### config.mk
export PLATFORM = sky130hd
export DESIGN_NAME = pcfs_top
export DESIGN_NICKNAME = d
export VERILOG_FILES = /design/src/pcfs_pkg.sv /design/src/pcfs_reg_if.sv /design/src/pcfs_decode.sv /design/src/pcfs_top.sv
export SDC_FILE = /design/constraint.sdc
export NUM_CORES = 1
export LEC_CHECK = 0
export ABC_AREA = 1
export ABC_CLOCK_PERIOD_IN_PS = 2900
export BUFFER_PORTS_ARGS = -buffer_cell sky130_fd_sc_hd__buf_2
export CORE_ASPECT_RATIO = 0.7
export CORE_MARGIN = 2
export CORE_UTILIZATION = 51
export CTS_CLUSTER_SIZE = 10
export DETAILED_ROUTE_END_ITERATION = 6
export MAX_ROUTING_LAYER = met4
export PLACE_DENSITY = 0.81
export SYNTH_ARGS = -nofsm -noshare
export SYNTH_HDL_FRONTEND = slang
export SYNTH_SLANG_ARGS = --single-unit
### constraint.sdc
create_clock -name sys_clk -period 2.9 [get_ports sys_clk]
set_input_delay 0.145 -clock sys_clk [delete_from_list [all_inputs] [get_ports sys_clk]]
set_output_delay 0.145 -clock sys_clk [all_outputs]
set_load 0.01 [all_outputs]
### src/pcfs_pkg.sv
// Package: register offsets, field positions and sizes of the per-channel function select bank
package pcfs_pkg;
    localparam int DATA_W = 8;
    localparam int ADDR_W = 8;
    localparam int NUM_FUNC = 8;
    localparam int NUM_MAP = 4;
    localparam logic [ADDR_W-1:0] OFF_POINTER = 8'h28;
    localparam logic [ADDR_W-1:0] OFF_MAP1 = 8'h29;
    localparam logic [ADDR_W-1:0] OFF_MAP4 = 8'h2c;
    localparam logic [DATA_W-1:0] POINTER_RST = 8'h00;
    localparam logic [DATA_W-1:0] MAP_RST = 8'h00;
    localparam logic [DATA_W-1:0] UNMAPPED_RD = 8'h00;
    // Pointer bit positions
    localparam int BIT_BERT_TX = 0;
    localparam int BIT_FRAC_TX = 1;
    localparam int BIT_PAYLOAD_ERR = 2;
    localparam int BIT_HW_SIG_TX = 3;
    localparam int BIT_BERT_RX = 4;
    localparam int BIT_FRAC_RX = 5;
    localparam int BIT_SIG_REINS_RX = 6;
    localparam int BIT_SIG_ONES_RX = 7;
    localparam logic [DATA_W-1:0] PTR_BERT_BOTH = 8'h11;
    typedef enum logic [1:0] {PCFS_ACC_IDLE, PCFS_ACC_WRITE, PCFS_ACC_READ} pcfs_acc_e;
endpackage : pcfs_pkg

### src/pcfs_reg_if.sv
// Interface: decoded register access from the bus front end to the store
`timescale 1ns/1ps
interface pcfs_reg_if;
    logic ptr_wr;
    logic map_wr;
    logic [1:0] map_idx;
    logic [pcfs_pkg::DATA_W-1:0] wdata;
    logic [pcfs_pkg::DATA_W-1:0] pointer;
    modport front (output ptr_wr, output map_wr, output map_idx, output wdata, input pointer);
    modport store (input ptr_wr, input map_wr, input map_idx, input wdata, output pointer);
endinterface : pcfs_reg_if

### src/pcfs_decode.sv
// Address decoder for the pointer and channel-map data registers
`timescale 1ns/1ps
module pcfs_decode (
    input wire logic [pcfs_pkg::ADDR_W-1:0] addr,
    input wire logic wr_stb,
    input wire logic [pcfs_pkg::DATA_W-1:0] wdata,
    pcfs_reg_if.front bus
);
    logic in_map;
    logic [pcfs_pkg::ADDR_W-1:0] map_off;

    always_comb begin
        in_map = (addr >= pcfs_pkg::OFF_MAP1) && (addr <= pcfs_pkg::OFF_MAP4);
        map_off = addr - pcfs_pkg::OFF_MAP1;
        bus.ptr_wr = wr_stb && (addr == pcfs_pkg::OFF_POINTER);
        bus.map_wr = wr_stb && in_map;
        bus.map_idx = map_off[1:0];
        bus.wdata = wdata;
    end
endmodule : pcfs_decode

### src/pcfs_top.sv
// Top: per-channel function pointer, channel-map data registers and per-function masks
`timescale 1ns/1ps
module pcfs_top #(
    parameter int NUM_CHAN = 32
) (
    input wire logic sys_clk,
    input wire logic srst,
    input wire logic [pcfs_pkg::ADDR_W-1:0] addr,
    input wire logic [pcfs_pkg::DATA_W-1:0] wdata,
    input wire logic wr_stb,
    input wire logic rd_stb,
    output logic [pcfs_pkg::DATA_W-1:0] rdata,
    output logic [NUM_CHAN-1:0] bert_tx_chan_sel,
    output logic [NUM_CHAN-1:0] frac_tx_chan_sel,
    output logic [NUM_CHAN-1:0] payload_err_ins_chan_sel,
    output logic [NUM_CHAN-1:0] hw_sig_tx_chan_sel,
    output logic [NUM_CHAN-1:0] bert_rx_chan_sel,
    output logic [NUM_CHAN-1:0] frac_rx_chan_sel,
    output logic [NUM_CHAN-1:0] sig_reinsert_rx_chan_sel,
    output logic [NUM_CHAN-1:0] sig_all_ones_rx_chan_sel
);
    localparam int MAP_BITS = pcfs_pkg::DATA_W * pcfs_pkg::NUM_MAP;

    if (NUM_CHAN != MAP_BITS) begin : g_bad_chan
        $error("NUM_CHAN must equal the bits of the four map registers");
    end

    typedef logic [MAP_BITS-1:0] pcfs_mask_t;

    pcfs_reg_if rif ();
    logic [pcfs_pkg::DATA_W-1:0] pointer_reg;
    pcfs_mask_t mask_reg [pcfs_pkg::NUM_FUNC];
    logic [pcfs_pkg::DATA_W-1:0] rdata_next;

    // Lowest set pointer bit picks the feature a read returns
    function automatic int pcfs_first_func(input logic [pcfs_pkg::DATA_W-1:0] p);
        int f;
        f = 0;
        for (int i = pcfs_pkg::NUM_FUNC - 1; i >= 0; i--) begin
            if (p[i]) begin
                f = i;
            end
        end
        return f;
    endfunction : pcfs_first_func

    pcfs_decode u_decode (
        .addr(addr),
        .wr_stb(wr_stb),
        .wdata(wdata),
        .bus(rif.front)
    );

    assign rif.pointer = pointer_reg;

    always_ff @(posedge sys_clk) begin
        if (srst) begin
            pointer_reg <= pcfs_pkg::POINTER_RST;
        end else if (rif.ptr_wr) begin
            pointer_reg <= rif.wdata;
        end
    end

    // One mask per feature; a multi-bit pointer writes several at once
    always_ff @(posedge sys_clk) begin
        if (srst) begin
            for (int f = 0; f < pcfs_pkg::NUM_FUNC; f++) begin
                mask_reg[f] <= '0;
            end
        end else if (rif.map_wr) begin
            for (int f = 0; f < pcfs_pkg::NUM_FUNC; f++) begin
                if (pointer_reg[f]) begin
                    mask_reg[f][rif.map_idx*pcfs_pkg::DATA_W +: pcfs_pkg::DATA_W] <= rif.wdata;
                end
            end
        end
    end

    // Read with several pointer bits set is undefined use; lowest bit wins
    always_comb begin
        rdata_next = pcfs_pkg::UNMAPPED_RD;
        if (addr == pcfs_pkg::OFF_POINTER) begin
            rdata_next = pointer_reg;
        end else if (addr >= pcfs_pkg::OFF_MAP1 && addr <= pcfs_pkg::OFF_MAP4) begin
            rdata_next = mask_reg[pcfs_first_func(pointer_reg)]
                [rif.map_idx*pcfs_pkg::DATA_W +: pcfs_pkg::DATA_W];
        end
    end

    always_ff @(posedge sys_clk) begin
        if (srst) begin
            rdata <= pcfs_pkg::MAP_RST;
        end else if (rd_stb) begin
            rdata <= rdata_next;
        end else begin
            rdata <= pcfs_pkg::UNMAPPED_RD;
        end
    end

    always_ff @(posedge sys_clk) begin
        if (srst) begin
            bert_tx_chan_sel <= '0;
            frac_tx_chan_sel <= '0;
            payload_err_ins_chan_sel <= '0;
            hw_sig_tx_chan_sel <= '0;
            bert_rx_chan_sel <= '0;
            frac_rx_chan_sel <= '0;
            sig_reinsert_rx_chan_sel <= '0;
            sig_all_ones_rx_chan_sel <= '0;
        end else begin
            bert_tx_chan_sel <= mask_reg[pcfs_pkg::BIT_BERT_TX];
            frac_tx_chan_sel <= mask_reg[pcfs_pkg::BIT_FRAC_TX];
            payload_err_ins_chan_sel <= mask_reg[pcfs_pkg::BIT_PAYLOAD_ERR];
            hw_sig_tx_chan_sel <= mask_reg[pcfs_pkg::BIT_HW_SIG_TX];
            bert_rx_chan_sel <= mask_reg[pcfs_pkg::BIT_BERT_RX];
            frac_rx_chan_sel <= mask_reg[pcfs_pkg::BIT_FRAC_RX];
            sig_reinsert_rx_chan_sel <= mask_reg[pcfs_pkg::BIT_SIG_REINS_RX];
            sig_all_ones_rx_chan_sel <= mask_reg[pcfs_pkg::BIT_SIG_ONES_RX];
        end
    end

    property p_ptr_write;
        @(posedge sys_clk) disable iff (srst)
        (wr_stb && addr == pcfs_pkg::OFF_POINTER) |=> (pointer_reg == $past(wdata));
    endproperty
    a_ptr_write: assert property (p_ptr_write) else $error("pointer not written");

    property p_map_sel;
        @(posedge sys_clk) disable iff (srst)
        (wr_stb && addr == pcfs_pkg::OFF_MAP1 && pointer_reg[pcfs_pkg::BIT_BERT_TX])
            |=> ##1 (bert_tx_chan_sel[7:0] == $past(wdata, 2));
    endproperty
    a_map_sel: assert property (p_map_sel) else $error("bert tx map not updated");

    property p_unsel_kept;
        @(posedge sys_clk) disable iff (srst)
        (rif.map_wr && !pointer_reg[pcfs_pkg::BIT_FRAC_RX])
            |=> $stable(mask_reg[pcfs_pkg::BIT_FRAC_RX]);
    endproperty
    a_unsel_kept: assert property (p_unsel_kept) else $error("unselected mask changed");

    property p_both_bert;
        @(posedge sys_clk) disable iff (srst)
        (wr_stb && addr == pcfs_pkg::OFF_MAP4 && pointer_reg == pcfs_pkg::PTR_BERT_BOTH)
            |=> ##1 (bert_tx_chan_sel[31:24] == bert_rx_chan_sel[31:24]);
    endproperty
    a_both_bert: assert property (p_both_bert) else $error("bert directions differ");

    property p_read_back;
        @(posedge sys_clk) disable iff (srst)
        (rd_stb && addr == pcfs_pkg::OFF_MAP1 + 8'h01 && pointer_reg == 8'h04)
            |=> (rdata == payload_err_ins_chan_sel[15:8]);
    endproperty
    a_read_back: assert property (p_read_back) else $error("map read mismatch");

    property p_ptr_read;
        @(posedge sys_clk) disable iff (srst)
        (rd_stb && addr == pcfs_pkg::OFF_POINTER) |=> (rdata == $past(pointer_reg));
    endproperty
    a_ptr_read: assert property (p_ptr_read) else $error("pointer read mismatch");

    property p_hwsig;
        @(posedge sys_clk) disable iff (srst)
        (wr_stb && addr == pcfs_pkg::OFF_MAP1 + 8'h02 && pointer_reg == 8'h08)
            |=> ##1 (hw_sig_tx_chan_sel[23:16] == $past(wdata, 2));
    endproperty
    a_hwsig: assert property (p_hwsig) else $error("hw sig map not updated");

    property p_idle_rdata;
        @(posedge sys_clk) disable iff (srst)
        !rd_stb |=> (rdata == pcfs_pkg::UNMAPPED_RD);
    endproperty
    a_idle_rdata: assert property (p_idle_rdata) else $error("read data without strobe");

    c_multi_write: cover property (@(posedge sys_clk) rif.map_wr && pointer_reg == 8'h11);
    c_map_read: cover property (@(posedge sys_clk) rd_stb && addr == pcfs_pkg::OFF_MAP4);
    c_ptr_write: cover property (@(posedge sys_clk) rif.ptr_wr);
    c_unmapped_write: cover property (@(posedge sys_clk) wr_stb && addr > pcfs_pkg::OFF_MAP4);
    c_reset_seen: cover property (@(posedge sys_clk) srst ##1 !srst);

    // Reset clears masks and read data whatever was stored before
    property p_reset_clear;
        @(posedge sys_clk)
        srst |=> (bert_tx_chan_sel == '0 && sig_all_ones_rx_chan_sel == '0
            && rdata == pcfs_pkg::UNMAPPED_RD);
    endproperty
    a_reset_clear: assert property (p_reset_clear) else $error("reset left state");

    property p_unmapped_wr;
        @(posedge sys_clk) disable iff (srst)
        (wr_stb && addr > pcfs_pkg::OFF_MAP4) |=> $stable(pointer_reg);
    endproperty
    a_unmapped_wr: assert property (p_unmapped_wr) else $error("unmapped write landed");

    property p_ptr_hold;
        @(posedge sys_clk) disable iff (srst)
        !rif.ptr_wr |=> $stable(pointer_reg);
    endproperty
    a_ptr_hold: assert property (p_ptr_hold) else $error("pointer changed unasked");

    property p_frac_tx;
        @(posedge sys_clk) disable iff (srst)
        (rif.map_wr && pointer_reg[pcfs_pkg::BIT_FRAC_TX] && rif.map_idx == 2'h3)
            |=> ##1 (frac_tx_chan_sel[31:24] == $past(wdata, 2));
    endproperty
    a_frac_tx: assert property (p_frac_tx) else $error("frac tx map not updated");

    property p_ones_rx;
        @(posedge sys_clk) disable iff (srst)
        (rif.map_wr && pointer_reg[pcfs_pkg::BIT_SIG_ONES_RX] && rif.map_idx == 2'h0)
            |=> ##1 (sig_all_ones_rx_chan_sel[7:0] == $past(wdata, 2));
    endproperty
    a_ones_rx: assert property (p_ones_rx) else $error("all-ones map not updated");

    // Map read returns the selected feature's byte of the same cycle
    property p_rx_read;
        @(posedge sys_clk) disable iff (srst)
        (rd_stb && addr == pcfs_pkg::OFF_MAP1 && pointer_reg == 8'h10)
            |=> (rdata == bert_rx_chan_sel[7:0]);
    endproperty
    a_rx_read: assert property (p_rx_read) else $error("bert rx read mismatch");
endmodule : pcfs_top

## Word level (Yosys, flattened, before mapping)

Memory sizes are Yosys's and may differ from the RTL's. A register that Yosys moved wholly into a read port is not among the register bits.
Index checks and enable logic that the tools add are counted.

| cells by class | value |
|---|---|
| shift-type cells | 3 |
| eq/ne operators | 1 |
| $add $sub $neg | 2 |
| div/mod/pow operators | 0 |
| reduce and logical (&&, ||, !) cells | 4 |
| multipliers | 0 |
| bitwise logic cells | 257 |
| magnitude comparators | 2 |
| mux-type cells | 302 |

Operator list:

| kind | number |
|---|---|
| 1-bit 2-to-1 mux | 282 |
| 32-bit 2-to-1 mux | 8 |
| 1-bit OR | 256 |
| 5-bit negator with 34-bit output | 1 |
| 8-bit by 34-bit variable shift with 32-bit output, first input constant | 1 |
| 8-bit by 34-bit indexed part select with 32-bit output | 1 |
| 32-bit by 6-bit indexed part select with 8-bit output | 1 |
| 3-bit 2-to-1 mux | 10 |
| 8-bit 2-to-1 mux | 2 |
| 8-bit by 6-bit equality test with 1-bit output, second input constant | 1 |
| 8-bit by 6-bit >= comparator with 1-bit output, second input constant | 1 |
| 8-bit by 6-bit less-or-equal comparator with 1-bit output, second input constant | 1 |
| 1-bit logical AND | 3 |
| 2-bit OR reduction | 1 |
| 2-bit by 1-bit subtractor with 2-bit output, second input constant | 1 |
| 1-bit NOT | 1 |

| word-level totals | value |
|---|---|
| memories kept | 1 |
| memory bits (writable) | 256 |
| latch bits | 0 |
| bits in read-only memories | 0 |
| bits in registers | 16 |
| word-level logic and storage cells | 574 |
| output and inout bits | 264 |

Memory list:

| memory | words | bits a word | rd ports | clocked after Yosys merged registers in | write ports | line | source |
|---|---|---|---|---|---|---|---|
| mask_reg | 8 | 32 | 9 | 8 | 8 | pcfs_top.sv:32 | `pcfs_mask_t mask_reg [pcfs_pkg::NUM_FUNC];` |

## Logic depth before layout (Yosys ltp)

An unclocked memory read counts as a cell.

| depth | value |
|---|---|
| word-level depth | 14 |
| depth in mapped cells | 18 |
| mapped depth without buffers | 16 |

## Hierarchy

From an unflattened synthesis, not the netlist that was laid out.

| second synthesis, totals | value |
|---|---|
| cells, all modules | 2124 |
| area, all modules | 19895.3 um2 |

By module, submodules not included:

| module | times used | sequential area each (um2) | area an instance (um2) | cells an instance |
|---|---|---|---|---|
| pcfs_top | 1 | 13132.6 | 19718.9 | 2094 |
| pcfs_decode | 1 | 0.0 | 176.4 | 30 |

## Least setup slack after synthesis

No wires, ideal clock.

| timing | value |
|---|---|
| path type | input -> register |
| start point | input addr[0] (netlist bit) |
| end point | memory mask_reg[0][0] (netlist bit), enable pin |
| library setup time | 0.384 ns |
| cell stages on the path | 10 |
| path buffers | 1 |
| data arrival time | 2.352 ns |
| slack | 0.164 ns |
| cells stage by stage | clkbuf_1 > clkinv_1 > ha_1 > inv_1 > o2111ai_1 > a21oi_1 > o21ai_1 > nor2_2 > nand2_2 > o21ai_0 |

RTL lines:

| item | line | source |
|---|---|---|
| start, declared | pcfs_top.sv:8 | `input wire logic [pcfs_pkg::ADDR_W-1:0] addr,` |
| end, declared | pcfs_top.sv:32 |  |

## Worst setup path after layout

| timing | value |
|---|---|
| start point | register pointer_reg[7] (netlist bit) |
| end point | register rdata[6] (netlist bit) |

| between the ends | value |
|---|---|
| word-level cells in the longest chain between the ends | 14 |

Ends and longest elaborated chain:

| item | line | source |
|---|---|---|
| start, declared | pcfs_top.sv:31 | `logic [pcfs_pkg::DATA_W-1:0] pointer_reg;` |
| start signal, assigned | pcfs_top.sv:58 | `pointer_reg <= pcfs_pkg::POINTER_RST;` |
| start signal, assigned | pcfs_top.sv:60 | `pointer_reg <= rif.wdata;` |
| 3-bit 2-to-1 mux (8 in series) | pcfs_top.sv:40 | `if (p[i]) begin` |
| 3-bit 2-to-1 mux | pcfs_top.sv:84 | `end else if (addr >= pcfs_pkg::OFF_MAP1 && addr <= pcfs_pkg::OFF_MAP4) begin` |
| 3-bit 2-to-1 mux | pcfs_top.sv:82 | `if (addr == pcfs_pkg::OFF_POINTER) begin` |
| memory 8 x 32 bit | - |  |
| 32-bit by 6-bit indexed part select with 8-bit output | pcfs_top.sv:85 | `rdata_next = mask_reg[pcfs_first_func(pointer_reg)]` |
| 8-bit 2-to-1 mux | pcfs_top.sv:84 |  |
| 8-bit 2-to-1 mux | pcfs_top.sv:82 |  |
| end signal, assigned | pcfs_top.sv:92 | `rdata <= pcfs_pkg::MAP_RST;` |
| end signal, assigned | pcfs_top.sv:94 | `rdata <= rdata_next;` |
| end signal, assigned | pcfs_top.sv:96 | `rdata <= pcfs_pkg::UNMAPPED_RD;` |
| end, declared | pcfs_top.sv:12 | `output logic [pcfs_pkg::DATA_W-1:0] rdata,` |

Every way passes these cells. The select of a mux whose other input is x is not followed.
A chain may end at the register's enable or synchronous reset.

==> summary.md <==
| Metric | Value |
|---|---|
| Fmax | `0.386 GHz` |
| Top-Level Pins | `284` |
| Power per Cell Area | `between 600 and 700 nW/µm²` |
| Vias in the first global route | `approximately 15000` |
| Hold_ws | `0.0326 ns` |
| DR vias | `15976` |
| Routability cong. | `0.967` |
| Number of buffers created by CTS | `59` |
| CTS tree | `built` |
| Initial antenna violation count | `2` |
| Static leakage | `10.5 nW` |
| Placed Area | `21800 µm²` |
| # clock sinks | `528` |
| Mapped Cells | `~2100` |
| R2r worst-path depth | `11` |
| Critical-path cell list | `nor2_1, o31ai_1, nand2_2, inv_2, buf_12, nand3_1, nand3_1, nand3_1, nand3_1, nand3_1, a21oi_1` |
| Crit. End Element | `flop` |
| Critical-path cell with the highest stage delay | `dfxtp_1` |
| Worst R2R Start | `pointer_reg[7]$_SDFFE_PP0P_` |
| Hold Startpoint | `rd_stb` |
| Final setup vio count | `0` |
| Die area | `40400 µm²` |
| HPWL Detailed | `~41 mm` |
| Die width | `between 200 and 250 µm` |
| Top-area cell type share of the netlist area | `0.388` |
| Slew @ Worst Pin | `0.898 ns` |
| Reg2Reg Setup Slack | `approximately 0.31 ns` |
| Hold EP | `rdata[3]$_SDFF_PP0_` |
| Buffers on Ports | `between 200 and 300` |
| Final Core Density | `0.616` |
| CTS H-tree lvls | `2` |
| Post-synth top flop | `dfxtp_1` |
| Core ar. | `38400 µm²` |
| Worst path max stage delay | `around 0.42 ns` |
| Clk slew on worst S/H paths | `roughly 0.06 ns` |
| Share of cells above drive strength 1 | `0.177` |
| Nets | `approximately 2400` |
| Yosys reg bits | `approximately 530` |
| Worst skew pair latency | `about 0.6 ns` |
| CP startpoint kind | `flop` |
| Post-synth cell types | `26` |
| WP data required | `3.37 ns` |
| Die H | `169 µm` |
| Layout area overhead | `19.5%` |
| Count leader, synth | `nor2_1` |
| Status | `complete, no violations` |
| Total track usage | `0.296` |
| Internal power | `12.3 mW` |
| RSZ-0062 raised after global routing | `no` |
| GRT overflow | `0` |
| Hold Fails Final Rpt | `0` |
| Post-synthesis sequential area ratio | `0.664` |
| Hold path depth | `3` |
| Synthesized area | `slightly below 20000 µm²` |
| Root Driver | `clkbuf_16` |
| Post-synth ARST share | `0` |
| Fillers | `about 3100` |
| Crit-path most repeated cell | `nand3_1` |
| Clock share of power | `0.423` |
| First-pass GRT wire length | `between 80 and 90 mm` |
| Clk_skew | `0.0140 ns` |
| DRC Markers | `0` |
| Postcts setup bufs | `0` |
| Post-Route WL | `just under 60 mm` |
| Post-Route Setup TNS | `0 ns` |
| Number of flip-flops in the largest register | `roughly 260` |
| Slew HR | `0.399` |
| Drt wl/cell | `~20 µm` |
| Starting DRT DRC Count | `around 2700` |
| # rows | `60` |
| Design area | `about 24000 µm²` |
| Vias per cell | `roughly 5.4` |
| Router iterations before antenna repair | `6` |
| Critical Setup Path Class | `reg2reg` |
| Comb pwr share | `0.057` |
| Hold Path Class | `in2reg` |
| Clock tree buffer depth | `3` |
| Number of flops mapped to enable cells by yosys | `approximately 260` |
| Pin count of the biggest net entering global routing | `about 130` |
| Sw Ratio | `0.228` |
| Crit-path max FO | `24` |
| Yosys warnings | `0` |
| Post-synth top area cell | `edfxtp_1` |
| Final Power | `15.9 mW` |
| Mapped Avg Cell Area | `between 9 and 10 µm²` |
| Initial Util | `0.516` |
| Psw | `around 3.6 mW` |
| Synth cell count leaders | `nor2_1, nand3_1, inv_1` |
| FF-to-FF End | `rdata[6]$_SDFF_PP0_` |
| Mapped Nets | `around 2100` |
| Maximum Capacitance Violations | `0` |
| Peak supply drop | `0.498 mV` |
| Seq pwr share | `0.520` |
| Max Slew Vio Count | `0` |
| Synth top area cells | `edfxtp_1, dfxtp_1, nor2_1, nand3_1, inv_1` |
| ANT nets after route | `0` |
| Min cycle time layout | `between 2 and 3 ns` |
| Worst path arrival time | `3.06 ns` |
| Part of the cycle the worst path needs | `0.894` |
==> metrics by stage <==
stage          cells  setup WS, ns
6_report        2959         0.307
5_1_grt         2959         0.192
4_1_cts         2957         0.405
3_5_place_dp    2841         0.301
3_3_place_gp    2841         0.341
2_1_floorplan   2092         0.164
==> area by class of cell <==
class                           count  area [µm²]  share of cell area
Clock buffer                      104        1700              0.0718
Sequential cell                   528       13100               0.555
Multi-Input combinational cell   1163        5050               0.214
Antenna cell                        2        5.00            0.000212
Tap cell                          527         659              0.0279
Clock inverter                      1        8.76            0.000370
Timing Repair Buffer              341        1990              0.0841
Inverter                          293        1100              0.0466
==> critical path: cells and delay by family, from the launching register on <==
family / cells / cell delay [ns]
DFF: 1 / 0.42
and+or+nand+nor: 7 / 0.85
AOI/OAI and AO/OA: 2 / 0.61
buffers and inverters: 2 / 0.60
==> cell usage in the layout, fill, tap and decap left out, types with 2 or more instances in the layout <==
| master | netlist | routed |
|---|---|---|
| nand2_2 | 25 | 25 |
| o21ai_0 | 21 | 21 |
| nor2_2 | 7 | 7 |
| dlygate4sd3_1 | 0 | 11 |
| clkbuf_16 | 0 | 61 |
| inv_1 | 287 | 287 |
| buf_12 | 0 | 8 |
| dfxtp_1 | 272 | 272 |
| o21ai_1 | 6 | 6 |
| nand2_1 | 211 | 210 |
| buf_4 | 3 | 39 |
| nand3_1 | 368 | 368 |
| clkbuf_8 | 0 | 2 |
| diode_2 | 0 | 2 |
| clkbuf_1 | 61 | 42 |
| a21oi_1 | 17 | 17 |
| nand2_4 | 1 | 2 |
| edfxtp_1 | 256 | 256 |
| clkinv_1 | 2 | 2 |
| nor2_1 | 495 | 495 |
| buf_2 | 24 | 282 |
| ha_1 | 6 | 6 |
| inv_2 | 4 | 3 |
==> power by group through the flow <==
stage	clock network, mW	logic, mW	registers, mW
global placement	0	0.852	8.42
global route	7.09	0.979	8.30
detailed placement	0	0.868	8.42
CTS	6.77	0.887	8.27
finish	6.73	0.903	8.28
floorplan	0	0.417	8.43
==> per-layer routing <==
metal	track usage	up-vias	routed length, µm
li1	-	7229	-
met1	0.416	7343	23400
met2	0.413	1252	24600
met3	0.0892	152	8780
met4	0.0891	0	1740
met5	-	-	0
==> cells by family (layout without fill, tap and decap cells) <==
| kind of cell | count (synthesis) | after routing | synth area share |
|---|---|---|---|
| AO/OA/AOI/OAI | 47 | 47 | 0.0124 |
| adder cells (fa/ha/maj) | 6 | 6 | 0.00379 |
| buffers and inverters | 401 | 739 | 0.0816 |
| flip-flops | 528 | 528 | 0.664 |
| other | 0 | 2 | 0 |
| AND/OR/NAND/NOR | 1110 | 1110 | 0.239 |
==> worst max path at each step <==
stage / from / depth (start not counted) / slack, ns / to
floorplan: addr[0] / 10 / 0.16 / mask_reg[0][0]$_SDFFCE_PN0P_
global placement: addr[0] / 13 / 0.34 / mask_reg[3][13]$_SDFFCE_PN0P_
detailed placement: addr[0] / 13 / 0.30 / mask_reg[3][14]$_SDFFCE_PN0P_
CTS: pointer_reg[7]$_SDFFE_PP0P_ / 11 / 0.40 / rdata[6]$_SDFF_PP0_
global route: pointer_reg[7]$_SDFFE_PP0P_ / 11 / 0.19 / rdata[6]$_SDFF_PP0_
finish: pointer_reg[7]$_SDFFE_PP0P_ / 11 / 0.31 / rdata[6]$_SDFF_PP0_
==> timing repair <==
action                                 4_1_cts  5_1_grt
resized for setup                            0        0
hold buffers                                11        0
endpoints found under the hold margin       24        0
(Power assumes the default switching activity.)
